$ cat src/verilog/ddmc_pkg.sv
// package for the dual converter mode control block
// assumes a single 25 MHz system clock domain
package ddmc_pkg;

   localparam int DDMC_CLK_MHZ = 25;
   localparam int DDMC_DATA_WIDTH = 10;
   localparam int DDMC_GAIN_WIDTH = 4;

   // control word field positions on the port A inputs
   localparam int DDMC_POS_POWERDOWN = 9;
   localparam int DDMC_POS_ENABLE = 8;
   localparam int DDMC_POS_FILTER2 = 7;
   localparam int DDMC_POS_FILTER1 = 6;
   localparam int DDMC_POS_GAIN_HI = 5;
   localparam int DDMC_POS_GAIN_LO = 2;

   // reset values of the configuration word
   localparam logic DDMC_RST_POWERDOWN = 1'h0;
   localparam logic DDMC_RST_ENABLE = 1'h1;
   localparam logic DDMC_RST_FILTER2 = 1'h0;
   localparam logic DDMC_RST_FILTER1 = 1'h0;
   localparam logic [3:0] DDMC_RST_GAIN = 4'h8;

   // wake time from standby, nanoseconds
   localparam int DDMC_WAKE_NS = 700;
   localparam int DDMC_WAKE_CYCLES = (DDMC_WAKE_NS * DDMC_CLK_MHZ + 999) / 1000;

   // filter tap counts of the two cascaded stages
   localparam int DDMC_TAPS_STAGE1 = 43;
   localparam int DDMC_TAPS_STAGE2 = 23;

   typedef struct packed {
      logic powerdown_bit;
      logic converter_enable_bit;
      logic second_filter_enable;
      logic first_filter_enable;
      logic [3:0] gain_trim;
   } ddmc_config_type;

   typedef struct packed {
      logic [9:0] chan_a;
      logic [9:0] chan_b;
   } ddmc_pair_type;

   typedef enum logic [2:0] {
      DDMC_ST_NORMAL = 3'h1,
      DDMC_ST_STANDBY = 3'h2,
      DDMC_ST_WAKING = 3'h4
   } ddmc_state_type;

   typedef enum logic [1:0] {
      DDMC_RATE_1X = 2'h0,
      DDMC_RATE_2X = 2'h1,
      DDMC_RATE_4X = 2'h2,
      DDMC_RATE_BAD = 2'h3
   } ddmc_rate_type;

endpackage

$ cat src/verilog/ddmc_skid.sv
// two-entry buffer for sample pairs between capture and output stage
// assumes source and sink on SYS_CLK
`timescale 1ns/1ps
module ddmc_skid
(
   // clock and reset
   input wire logic clk,
   input wire logic arst_n,
   // fill side
   input wire logic in_valid,
   output logic in_ready,
   input wire ddmc_pkg::ddmc_pair_type in_data,
   // drain side
   output logic out_valid,
   input wire logic out_ready,
   output ddmc_pkg::ddmc_pair_type out_data
);
   import ddmc_pkg::*;
   ddmc_pair_type mem [0:1];
   logic wr_ptr;
   logic rd_ptr;
   logic [1:0] count;
   wire push = in_valid && in_ready;
   wire pop = out_valid && out_ready;

   assign in_ready = (count != 2'h2);
   assign out_valid = (count != 2'h0);
   assign out_data = mem[rd_ptr];

   always_ff @(posedge clk) begin
      if (push) begin
         mem[wr_ptr] <= in_data;
      end
   end

   always_ff @(posedge clk or negedge arst_n) begin
      if (!arst_n) begin
         wr_ptr <= 1'h0;
         rd_ptr <= 1'h0;
         count <= 2'h0;
      end else begin
         wr_ptr <= wr_ptr ^ push;
         rd_ptr <= rd_ptr ^ pop;
         count <= count + {1'h0, push} - {1'h0, pop};
      end
   end

   never_over_a: assert property (@(posedge clk) disable iff (!arst_n) count <= 2'h2)
      else $error("buffer count above depth");
endmodule // ddmc_skid

$ cat src/verilog/ddmc_top.sv
// converter mode control: config word capture, power states, interpolation select, sample path
// assumes data clock, strobe and pins asynchronous to SYS_CLK; link clock much slower than SYS_CLK
`timescale 1ns/1ps
module ddmc_top
(
   // clock and reset
   input wire logic SYS_CLK,
   input wire logic ARST_N,
   // data port pins and link clock
   input wire logic [9:0] PORT_A_INPUTS,
   input wire logic [9:0] PORT_B_INPUTS,
   input wire logic DATA_CLK,
   input wire logic INTERLEAVE_SELECT,
   input wire logic CONFIG_WRITE_STROBE_N,
   // converter side
   input wire logic CORE_READY,
   output ddmc_pkg::ddmc_pair_type CORE_SAMPLES,
   output logic CORE_VALID,
   output ddmc_pkg::ddmc_config_type CONFIG,
   output ddmc_pkg::ddmc_rate_type RATE,
   output logic STAGE1_ON,
   output logic STAGE2_ON,
   output logic POWERED_DOWN,
   output logic STANDBY,
   output logic CONVERTING,
   output logic SAMPLE_DROPPED
);
   import ddmc_pkg::*;

   ////////////////////////////////////////////////////////////////////////////////
   // synchronisers: every data port pin passes two flops before use
   localparam int NSYNC = 22;
   // reset to idle pin levels (strobe high, link clock low) so no false edge follows reset
   localparam logic [NSYNC-1:0] SYNC_IDLE = 22'h000001;
   wire [NSYNC-1:0] raw = {PORT_A_INPUTS, PORT_B_INPUTS, DATA_CLK, CONFIG_WRITE_STROBE_N};
   logic [NSYNC-1:0] sync1;
   logic [NSYNC-1:0] sync2;
   logic il_s1;
   logic il_s2;

   genvar gi;
   generate
      for (gi = 0; gi < NSYNC; gi++) begin : g_sync
         always_ff @(posedge SYS_CLK or negedge ARST_N) begin
            if (!ARST_N) begin
               sync1[gi] <= SYNC_IDLE[gi];
               sync2[gi] <= SYNC_IDLE[gi];
            end else begin
               sync1[gi] <= raw[gi];
               sync2[gi] <= sync1[gi];
            end
         end
      end
   endgenerate

   always_ff @(posedge SYS_CLK or negedge ARST_N) begin
      if (!ARST_N) begin
         il_s1 <= 1'h0;
         il_s2 <= 1'h0;
      end else begin
         il_s1 <= INTERLEAVE_SELECT;
         il_s2 <= il_s1;
      end
   end

   wire [9:0] pa = sync2[21:12];
   wire [9:0] pb = sync2[11:2];
   wire dclk = sync2[1];
   wire strobe_n = sync2[0];

   ////////////////////////////////////////////////////////////////////////////////
   // edge detection on synchronised link clock and strobe
   logic dclk_d;
   logic strobe_d;
   always_ff @(posedge SYS_CLK or negedge ARST_N) begin
      if (!ARST_N) begin
         dclk_d <= 1'h0;
         strobe_d <= 1'h1;
      end else begin
         dclk_d <= dclk;
         strobe_d <= strobe_n;
      end
   end
   wire dclk_rise = dclk && !dclk_d;
   wire dclk_fall = !dclk && dclk_d;
   wire write_fall = !strobe_n && strobe_d;

   ////////////////////////////////////////////////////////////////////////////////
   // configuration word; pins are sampled by SYS_CLK so the strobe is not a clock
   ddmc_config_type cfg;
   ddmc_config_type next_cfg;
   assign next_cfg.powerdown_bit = pa[DDMC_POS_POWERDOWN];
   assign next_cfg.converter_enable_bit = pa[DDMC_POS_ENABLE];
   assign next_cfg.second_filter_enable = pa[DDMC_POS_FILTER2];
   assign next_cfg.first_filter_enable = pa[DDMC_POS_FILTER1];
   assign next_cfg.gain_trim = pa[DDMC_POS_GAIN_HI:DDMC_POS_GAIN_LO];

   always_ff @(posedge SYS_CLK or negedge ARST_N) begin
      if (!ARST_N) begin
         cfg <= '{DDMC_RST_POWERDOWN, DDMC_RST_ENABLE, DDMC_RST_FILTER2, DDMC_RST_FILTER1,
                  DDMC_RST_GAIN};
      end else if (write_fall) begin
         cfg <= next_cfg;
      end
   end

   ////////////////////////////////////////////////////////////////////////////////
   // interpolation select; illegal code keeps filters off rather than guess
   wire [1:0] fsel = {cfg.second_filter_enable, cfg.first_filter_enable};
   wire ddmc_rate_type next_rate = ddmc_rate_type'((fsel == 2'h3) ? DDMC_RATE_4X :
                                   (fsel == 2'h1) ? DDMC_RATE_2X :
                                   (fsel == 2'h0) ? DDMC_RATE_1X : DDMC_RATE_BAD);
   wire run_ok = !cfg.powerdown_bit && cfg.converter_enable_bit;
   wire next_stage1 = run_ok && (next_rate == DDMC_RATE_2X || next_rate == DDMC_RATE_4X);
   wire next_stage2 = run_ok && (next_rate == DDMC_RATE_4X);

   ////////////////////////////////////////////////////////////////////////////////
   // power state machine
   ddmc_state_type state;
   ddmc_state_type next_state;
   logic [4:0] wake_cnt;
   localparam logic [4:0] WAKE_LAST = 5'(DDMC_WAKE_CYCLES - 1);

   always_comb begin
      next_state = state;
      case (state)
         DDMC_ST_NORMAL: begin
            if (!run_ok) begin
               next_state = DDMC_ST_STANDBY;
            end
         end
         DDMC_ST_STANDBY: begin
            if (run_ok) begin
               next_state = DDMC_ST_WAKING;
            end
         end
         DDMC_ST_WAKING: begin
            if (!run_ok) begin
               next_state = DDMC_ST_STANDBY;
            end else if (wake_cnt == WAKE_LAST) begin
               next_state = DDMC_ST_NORMAL;
            end
         end
         default: begin
            next_state = DDMC_ST_STANDBY;
         end
      endcase
   end

   always_ff @(posedge SYS_CLK or negedge ARST_N) begin
      if (!ARST_N) begin
         state <= DDMC_ST_NORMAL;
         wake_cnt <= 5'h00;
      end else begin
         state <= next_state;
         wake_cnt <= (state == DDMC_ST_WAKING) ? wake_cnt + 5'h01 : 5'h00;
      end
   end

   ////////////////////////////////////////////////////////////////////////////////
   // sample capture: B waits in a hold register, pair leaves on the rising edge
   logic [9:0] hold_b;
   logic [9:0] lat_a;
   logic [9:0] lat_b;
   logic lat_valid;
   wire in_ready;
   always_ff @(posedge SYS_CLK or negedge ARST_N) begin
      if (!ARST_N) begin
         hold_b <= 10'h000;
         lat_a <= 10'h000;
         lat_b <= 10'h000;
         lat_valid <= 1'h0;
      end else begin
         if (dclk_fall) begin
            hold_b <= il_s2 ? pa : pb;
         end
         lat_valid <= dclk_rise && (state == DDMC_ST_NORMAL);
         if (dclk_rise) begin
            lat_a <= pa;
            lat_b <= hold_b;
         end
      end
   end

   wire ddmc_pair_type buf_out;
   wire buf_valid;
   ddmc_skid u_skid (
      .clk(SYS_CLK),
      .arst_n(ARST_N),
      .in_valid(lat_valid),
      .in_ready(in_ready),
      .in_data('{lat_a, lat_b}),
      .out_valid(buf_valid),
      .out_ready(CORE_READY),
      .out_data(buf_out)
   );

   ////////////////////////////////////////////////////////////////////////////////
   // registered outputs; gain is carried to the core and applies to channel A only
   always_ff @(posedge SYS_CLK or negedge ARST_N) begin
      if (!ARST_N) begin
         CORE_SAMPLES <= '0;
         CORE_VALID <= 1'h0;
         CONFIG <= '{DDMC_RST_POWERDOWN, DDMC_RST_ENABLE, DDMC_RST_FILTER2, DDMC_RST_FILTER1,
                     DDMC_RST_GAIN};
         RATE <= DDMC_RATE_1X;
         STAGE1_ON <= 1'h0;
         STAGE2_ON <= 1'h0;
         POWERED_DOWN <= 1'h0;
         STANDBY <= 1'h0;
         CONVERTING <= 1'h1;
         SAMPLE_DROPPED <= 1'h0;
      end else begin
         CORE_SAMPLES <= buf_out;
         CORE_VALID <= buf_valid && CORE_READY;
         CONFIG <= cfg;
         RATE <= next_rate;
         STAGE1_ON <= next_stage1;
         STAGE2_ON <= next_stage2;
         POWERED_DOWN <= cfg.powerdown_bit;
         STANDBY <= !cfg.powerdown_bit && !cfg.converter_enable_bit;
         CONVERTING <= (next_state == DDMC_ST_NORMAL);
         SAMPLE_DROPPED <= lat_valid && !in_ready;
      end
   end

   ////////////////////////////////////////////////////////////////////////////////
   // checks
   pd_forces_off_a: assert property (@(posedge SYS_CLK) disable iff (!ARST_N)
      cfg.powerdown_bit |=> POWERED_DOWN && !CONVERTING && !STAGE1_ON)
      else $error("power-down bit did not stop the converter");
   standby_state_a: assert property (@(posedge SYS_CLK) disable iff (!ARST_N)
      (!cfg.powerdown_bit && !cfg.converter_enable_bit) |=> STANDBY && !CONVERTING)
      else $error("standby not entered");
   four_x_a: assert property (@(posedge SYS_CLK) disable iff (!ARST_N)
      (run_ok && fsel == 2'h3) |=> RATE == DDMC_RATE_4X && STAGE1_ON && STAGE2_ON)
      else $error("4x select wrong");
   two_x_a: assert property (@(posedge SYS_CLK) disable iff (!ARST_N)
      (run_ok && fsel == 2'h1) |=> RATE == DDMC_RATE_2X && STAGE1_ON && !STAGE2_ON)
      else $error("2x select wrong");
   bypass_a: assert property (@(posedge SYS_CLK) disable iff (!ARST_N)
      (fsel == 2'h0) |=> RATE == DDMC_RATE_1X && !STAGE1_ON && !STAGE2_ON)
      else $error("bypass left filters on");
   capture_word_a: assert property (@(posedge SYS_CLK) disable iff (!ARST_N)
      write_fall |=> cfg.gain_trim == $past(pa[5:2]) && cfg.powerdown_bit == $past(pa[9]))
      else $error("config word not captured on strobe fall");
   hold_cfg_a: assert property (@(posedge SYS_CLK) disable iff (!ARST_N)
      !write_fall |=> $stable(cfg))
      else $error("config changed without strobe fall");
   wake_time_a: assert property (@(posedge SYS_CLK) disable iff (!ARST_N)
      (state == DDMC_ST_STANDBY && run_ok) |=> !CONVERTING [*8])
      else $error("converter woke too early");
   // helper: cycles of requested running since standby was left; saturates
   logic [4:0] run_len;
   always_ff @(posedge SYS_CLK or negedge ARST_N) begin
      if (!ARST_N) begin
         run_len <= 5'h00;
      end else begin
         run_len <= (!run_ok || state == DDMC_ST_STANDBY) ? 5'h00 : run_len + {4'h0, run_len != 5'h1F};
      end
   end
   wake_done_a: assert property (@(posedge SYS_CLK) disable iff (!ARST_N)
      run_len >= 5'(DDMC_WAKE_CYCLES) |-> CONVERTING)
      else $error("converter did not wake in time");
   latency_a: assert property (@(posedge SYS_CLK) disable iff (!ARST_N)
      (dclk_rise && state == DDMC_ST_NORMAL) |=> lat_valid && lat_a == $past(pa))
      else $error("sample not captured on data clock rise");

   c_write: cover property (@(posedge SYS_CLK) disable iff (!ARST_N) write_fall);
   c_wake: cover property (@(posedge SYS_CLK) disable iff (!ARST_N) state == DDMC_ST_WAKING ##1 CONVERTING);
   c_4x: cover property (@(posedge SYS_CLK) disable iff (!ARST_N) RATE == DDMC_RATE_4X);
   c_stall: cover property (@(posedge SYS_CLK) disable iff (!ARST_N) SAMPLE_DROPPED);
endmodule // ddmc_top

$ cat config.mk
export PLATFORM = sky130hd
export DESIGN_NAME = ddmc_top
export DESIGN_NICKNAME = d
export VERILOG_FILES = /design/src/verilog/ddmc_pkg.sv /design/src/verilog/ddmc_skid.sv /design/src/verilog/ddmc_top.sv
export SDC_FILE = /design/constraint.sdc
export NUM_CORES = 1
export LEC_CHECK = 0
export BUFFER_PORTS_ARGS = -buffer_cell sky130_fd_sc_hd__buf_2
export CORE_ASPECT_RATIO = 0.7
export CORE_MARGIN = 2
export CORE_UTILIZATION = 45
export DETAILED_ROUTE_END_ITERATION = 8
export GPL_TIMING_DRIVEN = 1
export PLACE_DENSITY = 0.73
export RECOVER_POWER = 50
export SYNTH_ARGS = -nofsm -noshare
export SYNTH_HDL_FRONTEND = slang
export SYNTH_SLANG_ARGS = --single-unit
$ cat constraint.sdc
create_clock -name SYS_CLK -period 4 [get_ports SYS_CLK]
set_input_delay 0.2 -clock SYS_CLK [delete_from_list [all_inputs] [get_ports SYS_CLK]]
set_output_delay 0.2 -clock SYS_CLK [all_outputs]
set_load 0.02 [all_outputs]
==> impl_metrics.csv, run 1 <==
group,metric,value,unit
status,status,"finished, violations left",
status,violations,"capacitance limit, slew limit",
cts,postCtsSetupBuffers,0,
power_and_ir_drop,vdd_drop_max,0.3526,mV
cts,clk_latency,0.42,ns
synthesis,ys_seq_elements,175,
setup_path,cp_cell_sequence,"dlygate4sd3_1 -> clkbuf_2 -> buf_4",
power_and_ir_drop,p_int,3262,µW
layout,final_layout_size_suffix_gt1_share,32.17,%
layout,regArea,0.004591,mm²
layout,nets,450,
synthesis,yosysMostFrequentCell,"dfrtp_1",
grt,antenna_found_initial,0,
grt,grt_pass1_wl,14.06,mm
synthesis,yosysTopAreaCell,"dfrtp_1",
setup_path,critPathCaptureType,"async pin",
placement,place_congestion,0.7295,
placement,numPortBuffers,62,
power_and_ir_drop,power_density,605.9,mW/mm²
setup_path,reg2reg_to,"u_skid.mem[0][16]",
floorplan,num_rows,34,
synthesis,synth_area_leaders,"dfrtp_1 (54%), edfxtp_1 (21%), mux2_2 (5.4%), mux2_4 (5.1%), dfstp_2 (4.0%)",
layout,multiInputGateArea,0.001174,mm²
floorplan,start_util,46.67,%
synthesis,netlist_top_cells_count,"dfrtp_1 (126), edfxtp_1 (40), mux2_2 (28)",
power_and_ir_drop,p_clk_share,38.4,%
route,route.detailed.drc,0,
floorplan,io_pins,63,
timing,finalWorstPathRequiredPeriod,2.465,ns
timing,setup_violations,0,
timing,hold_violations,0,
power_and_ir_drop,switchingPower,1069,µW
setup_path,path_buf_inv,3,
timing,finalCritPeriodShare,61.63,%
setup_path,cp-start-kind,"input port",
setup_path,critPathMaxStageDelay,1.56,ns
synthesis,syn_area,0.005857,mm²
timing,fin_tns_setup,0,ns
layout,layout-area-overhead-vs-synth,22.05,%
grt,grtUsageTotal,13.65,%
cts,cts_tree,"yes",
synthesis,synth.net_count,353,
layout,antenna_cells,0,
setup_path,ff2ff_setup_slack,1.97,ns
setup_path,critical_path_required,4.51,ns
layout,fillerInstances,930,
setup_path,cp_top_family,"buffers and inverters",
setup_path,reg2reg_from,"u_skid.count[0]",
setup_path,crit_arrival,2.97,ns
cts,tritoncts.num_buffers,17,
timing,fmax,405.6,MHz
setup_path,slowest_stage,"clkbuf_2",
route,via_per_inst,4.570,
cts,htree_levels,4,
synthesis,yosys_warnings,0,
setup_path,r2r_cells,3,
setup_path,cp_max_fo,96,
power_and_ir_drop,p_leak,0.003158,µW
layout,fin_util,56.96,%
timing,clock_skew,0.009553,ns
route,num_vias,2701,
route,routed_wl,8.587,mm
timing,rsz0062_at_grt,"false",
grt,first_global_vias,2729,
hold_path,worstHoldPathCells,2,
floorplan,core_area,0.01255,mm²
route,drt_iter0_drc,103,
floorplan,die-height,99.45,µm
synthesis,ys_types,35,
synthesis,synth_top_area_share,53.83,%
cts,cts.path.max_buffers,2,
floorplan,die-area,0.01396,mm²
floorplan,die_w,140.4,µm
synthesis,synthArstFlopShare,77.14,%
route,wl_per_cell,14.53,µm
cts,clkSinkCount,175,
grt,grt-ovfl-total,0,
timing,drv_slew,97,
route,ant_nets,0,
route,dr.pass1.iters,4,
grt,grt_max_degree,97,
cts,cts_root_buf,"clkbuf_16",
hold_path,hold_end,"CORE_VALID",
timing,slew_headroom,-46.53,%
hold_path,min_from,"CORE_READY",
timing,tightest_slew,2.198,ns
power_and_ir_drop,p_comb_share,11.3,%
synthesis,synth_enable_flop_cells,40,
hold_path,hp-class,"in -> reg",
run,maxCapViolCount,1,
synthesis,ys.flop_type,"dfrtp_1",
synthesis,syn_area_per_cell,18.36,µm²
power_and_ir_drop,switching_share,24.69,%
setup_path,critPathKind,"in -> async",
synthesis,synth-seq-area-share,78.38,%
synthesis,synthCells,319,
setup_path,crit_start,"ARST_N",
power_and_ir_drop,seqPwrFrac,50.3,%
cts,path_clk_slew,0.06,ns
placement,dp_hpwl,5.411,mm
==> worst max path at each step <==
stage	to	slack, ns	cells after the start
after floorplan	u_skid.mem[1][0]	2.32	2
after global placement	u_skid.mem[0][13]	2.12	2
after detailed placement	u_skid.mem[0][13]	1.91	3
after CTS	u_skid.mem[0][4]	1.90	3
after global routing	strobe_n	1.01	3
final	strobe_d	1.53	3
==> metal layers <==
metal  share of wire, %  track usage [%]
met5                  0                0
met4               0.99            5.361
met3                5.6            5.104
met2                 43            19.00
met1                 51            19.64
==> registers in the layout, indices dropped and copies added, names as in the netlist, 3 cells and up <==
register,cells
CORE_SAMPLES,20
next_cfg,8
wake_cnt,5
cfg,8
state,3
sync1,22
CONFIG,8
lat_a,10
pb,10
u_skid.mem,40
lat_b,10
hold_b,10
==> per-stage QoR <==
step | area (µm²) | hold slack (ns) | total power [µW] | instances | setup slack, ns
4_1_cts | 7173 | 0.05752 | 4383 | 591 | 1.897
6_report | 7148 | 0.07771 | 4331 | 591 | 1.535
5_1_grt | 7148 | 0.07955 | 4507 | 591 | 1.010
3_5_place_dp | 6321 | 0.3089 | 2700 | 535 | 1.905
2_1_floorplan | 5857 | -0.09559 | 2512 | 319 | 2.320
3_3_place_gp | 6321 | 0.3061 | 2676 | 535 | 2.118
==> power by group through the flow <==
stage               registers (µW)  logic (µW)  clock network [µW]
CTS                           2180         510                1700
detailed placement            2210         489                   0
finish                        2180         490                1660
global route                  2210         537                1760
floorplan                     2240         274                   0
global placement              2200         477                   0
==> cells in the final DEF (no fill, tap or decap), types with 2 or more instances in the layout <==
cell,netlist,final
dfrtp_1,126,126
buf_2,4,46
edfxtp_1,40,40
mux2_2,28,28
dlygate4sd3_1,0,24
mux2_4,20,20
clkbuf_16,0,18
clkbuf_1,0,15
nand2_1,11,11
mux2i_1,10,10
o21ai_0,10,10
inv_1,8,8
nor2_1,8,8
ha_1,8,8
dfstp_2,9,7
nand2b_1,6,6
inv_6,0,4
xnor2_1,3,3
xor2_1,3,3
clkinv_4,0,3
inv_4,0,3
a211oi_1,2,2
nand3_1,2,2
a21oi_1,2,2
dfstp_1,0,2
bufinv_16,0,2
==> final cells by class <==
class                           instances  share of cell area (%)
Clock buffer                           19                   6.494
Clock inverter                         13                   2.065
Inverter                                8                  0.4201
Multi-Input combinational cell        127                   16.42
Sequential cell                       175                   64.22
Tap cell                              162                   2.836
Timing Repair Buffer                   87                   7.544
==> what timing repair did <==
item	CTS	global route
hold buffers	24	0
endpoints found under the hold margin	112	0
gates resized for setup	0	0
==> logic make-up after synthesis <==
| kind of cell | synth area share [%] |
|---|---|
| multiplexers | 12.22 |
| AND/OR/NAND/NOR | 3.184 |
| flip-flops | 78.38 |
| XOR/XNOR | 0.8974 |
| adder cells (fa/ha/maj) | 1.709 |
| AO/OA/AOI/OAI | 2.030 |
| buffers and inverters | 1.581 |
Power figures use the tool's default switching activity.
==> run 2, diff against run 1 <==
PLACE_DENSITY = 0.75   (was 0.73)
clock period = 2.2 ns   (was 4 ns; I/O delays follow)
==> run 2 against run 1 <==
  * The flow now finishes without violations
  * Worst setup slack lost 0.94 ns
  * Combinational power grew 100%
  * Clock power grew 67%
  * Register-to-register slack lost 1.4 ns
  * Clock skew shrank 0.0049 ns
  * Final area grew 0.23%
  * First-iteration DRC count grew 29%
  * Power grew 77%
  * Critical path type is now reg -> reg
  * Critical endpoint is now u_skid.mem[1][6]
  * Largest power group unchanged
==> impl_metrics.csv, run 2 (synthesis gave the netlist of run 1 again) <==
group,metric,value,unit
status,status,"complete, no violations",
setup_path,r2r_cells,4,
power_and_ir_drop,power,7656,µW
layout,largestRegisters,"u_skid.mem: 40 flops, sync1: 22 flops, CORE_SAMPLES: 20 flops",
route,routed_wl,8.685,mm
floorplan,num_rows,34,
hold_path,worstHoldPathCells,2,
timing,finalCritPeriodShare,72.78,%
layout,largest_reg_flops,40,
setup_path,cp_max_fo,20,
timing,clock_skew,0.004643,ns
placement,place_congestion,0.6952,
timing,drv_slew,0,
placement,dp.cells,539,
power_and_ir_drop,switchingPower,1950,µW
layout,antenna_cells,0,
layout,layout-area-overhead-vs-synth,22.32,%
floorplan,die-height,99.45,µm
setup_path,crit_arrival,1.70,ns
route,via_per_inst,4.616,
route,ant_nets,0,
grt,grt_pass1_wl,14.28,mm
route,dr.pass1.iters,4,
cts,htree_levels,4,
timing,rsz0062_at_grt,"false",
setup_path,critical_path_required,2.30,ns
route,route.detailed.drc,0,
placement,dp_hpwl,5.532,mm
floorplan,io_pins,63,
setup_path,critPathKind,"reg -> reg",
grt,grt-ovfl-total,0,
power_and_ir_drop,p_leak,0.003204,µW
cts,clk_latency,0.41,ns
timing,setup_violations,0,
cts,cts.path.max_buffers,2,
layout,final-instance-count-excl-fill,596,
layout,final_layout_size_suffix_gt1_share,35.94,%
grt,grt_max_degree,57,
cts,clkSinkCount,175,
grt,antenna_found_initial,0,
layout,regMostFlops,"u_skid.mem",
cts,cts_tree,"yes",
route,drt_iter0_drc,133,
cts,cts_root_buf,"clkbuf_16",
grt,first_global_vias,2814,
timing,tightest_slew,1.261,ns
power_and_ir_drop,power_density,1069,mW/mm²
layout,fillerInstances,943,
floorplan,die_w,140.4,µm
timing,hold_violations,0,
layout,layout_common_cells,"dfrtp_1 (126), buf_2 (61), edfxtp_1 (40)",
hold_path,hp-class,"in -> reg",
power_and_ir_drop,seqPwrFrac,50.8,%
power_and_ir_drop,p_clk_share,36.2,%
timing,finalWorstPathRequiredPeriod,1.601,ns
route,num_vias,2751,
layout,nets,455,
layout,multiInputGateArea,0.001174,mm²
layout,mostFrequentLayoutCell,"dfrtp_1",
timing,fin_tns_setup,0,ns
timing,fmax,624.6,MHz
floorplan,core_area,0.01255,mm²
power_and_ir_drop,vdd_drop_max,0.6485,mV
setup_path,critPathCaptureType,"flop",
layout,regArea,0.004591,mm²
route,wl_per_cell,14.57,µm
cts,tritoncts.num_buffers,17,
cts,path_clk_slew,0.07,ns
setup_path,cp-start-kind,"flop",
power_and_ir_drop,p_int,5707,µW
power_and_ir_drop,switching_share,25.46,%
grt,grtUsageTotal,13.75,%
floorplan,start_util,46.67,%
floorplan,die-area,0.01396,mm²
timing,slew_headroom,15.90,%
placement,numPortBuffers,62,
run,maxCapViolCount,0,
power_and_ir_drop,p_comb_share,13.0,%
[run 2: changes by cell type in the layout (fill, tap and decap cells not counted), moves of 2 or more]
cell and change:
buf_2 +15, buf_4 +3, bufinv_16 -2, clkbuf_1 -14, clkinv_2 +3, inv_4 -2, inv_8 +2
[run 2: metal layers]
layer  vias to the layer above  GRT usage, %  wire length [µm]
met5                         -             0                 0
met4                         0         6.294                74
met3                         6         4.766               440
met2                        67         19.65              3796
met1                      1364         19.20              4372
li1                       1314             -                 -
[run 2: what timing repair did]
| action | 4_1_cts | 5_1_grt |
|---|---|---|
| hold buffers | 25 | 0 |
| buffers inserted | 0 | 0 |
| endpoints found under the hold margin | 72 | 0 |
| resized for setup | 0 | 0 |
[run 2: final timing paths]
check	slack, ns	startpoint	end
setup / recovery	0.60	u_skid.count[0]	u_skid.mem[1][6]
hold / removal	0.32	PORT_A_INPUTS[3]	sync1[15]
setup reg to reg	0.60	u_skid.count[0]	u_skid.mem[1][6]
hold reg to reg	0.35	sync1[2]	pb[0]
max in group asynchronous	0.65	ARST_N	lat_b[7]
min in group asynchronous	0.49	ARST_N	RATE[0]
[run 2: cell type report]
type | count | share of cell area, %
timing repair buffer | 92 | 8.523
sequential | 175 | 64.08
clock inverter | 13 | 1.432
inverter | 8 | 0.4191
clock buffer | 19 | 6.340
tap | 162 | 2.829
multi-input combinational | 127 | 16.38
[run 2: per-stage QoR]
stage / hold WS, ns / instance area (µm²) / worst slack, ns / util (%)
after floorplan: -0.1856 / 5857 / 0.5199 / -
after global placement: 0.07535 / 6364 / 0.6933 / 50.71
after detailed placement: 0.07753 / 6364 / 0.6133 / 50.71
after CTS: 0.1941 / 7171 / 0.5909 / 57.14
after global routing: 0.2984 / 7164 / 0.3518 / 57.09
final: 0.3228 / 7164 / 0.5989 / 57.09
[run 2: critical path, stage by stage (launching register included)]
cell	delay (ns)
dfrtp_1	0.35
inv_1	0.07
a21boi_0	0.37
ha_1	0.23
buf_4	0.27
[run 2: power by group through the flow]
stage | Combinational (µW) | Sequential [µW] | Clock, µW
final | 995 | 3890 | 2770
after detailed placement | 972 | 3950 | 0
after global routing | 1080 | 3930 | 2990
after global placement | 953 | 3930 | 0
after CTS | 1020 | 3900 | 2830
after floorplan | 499 | 4070 | 0
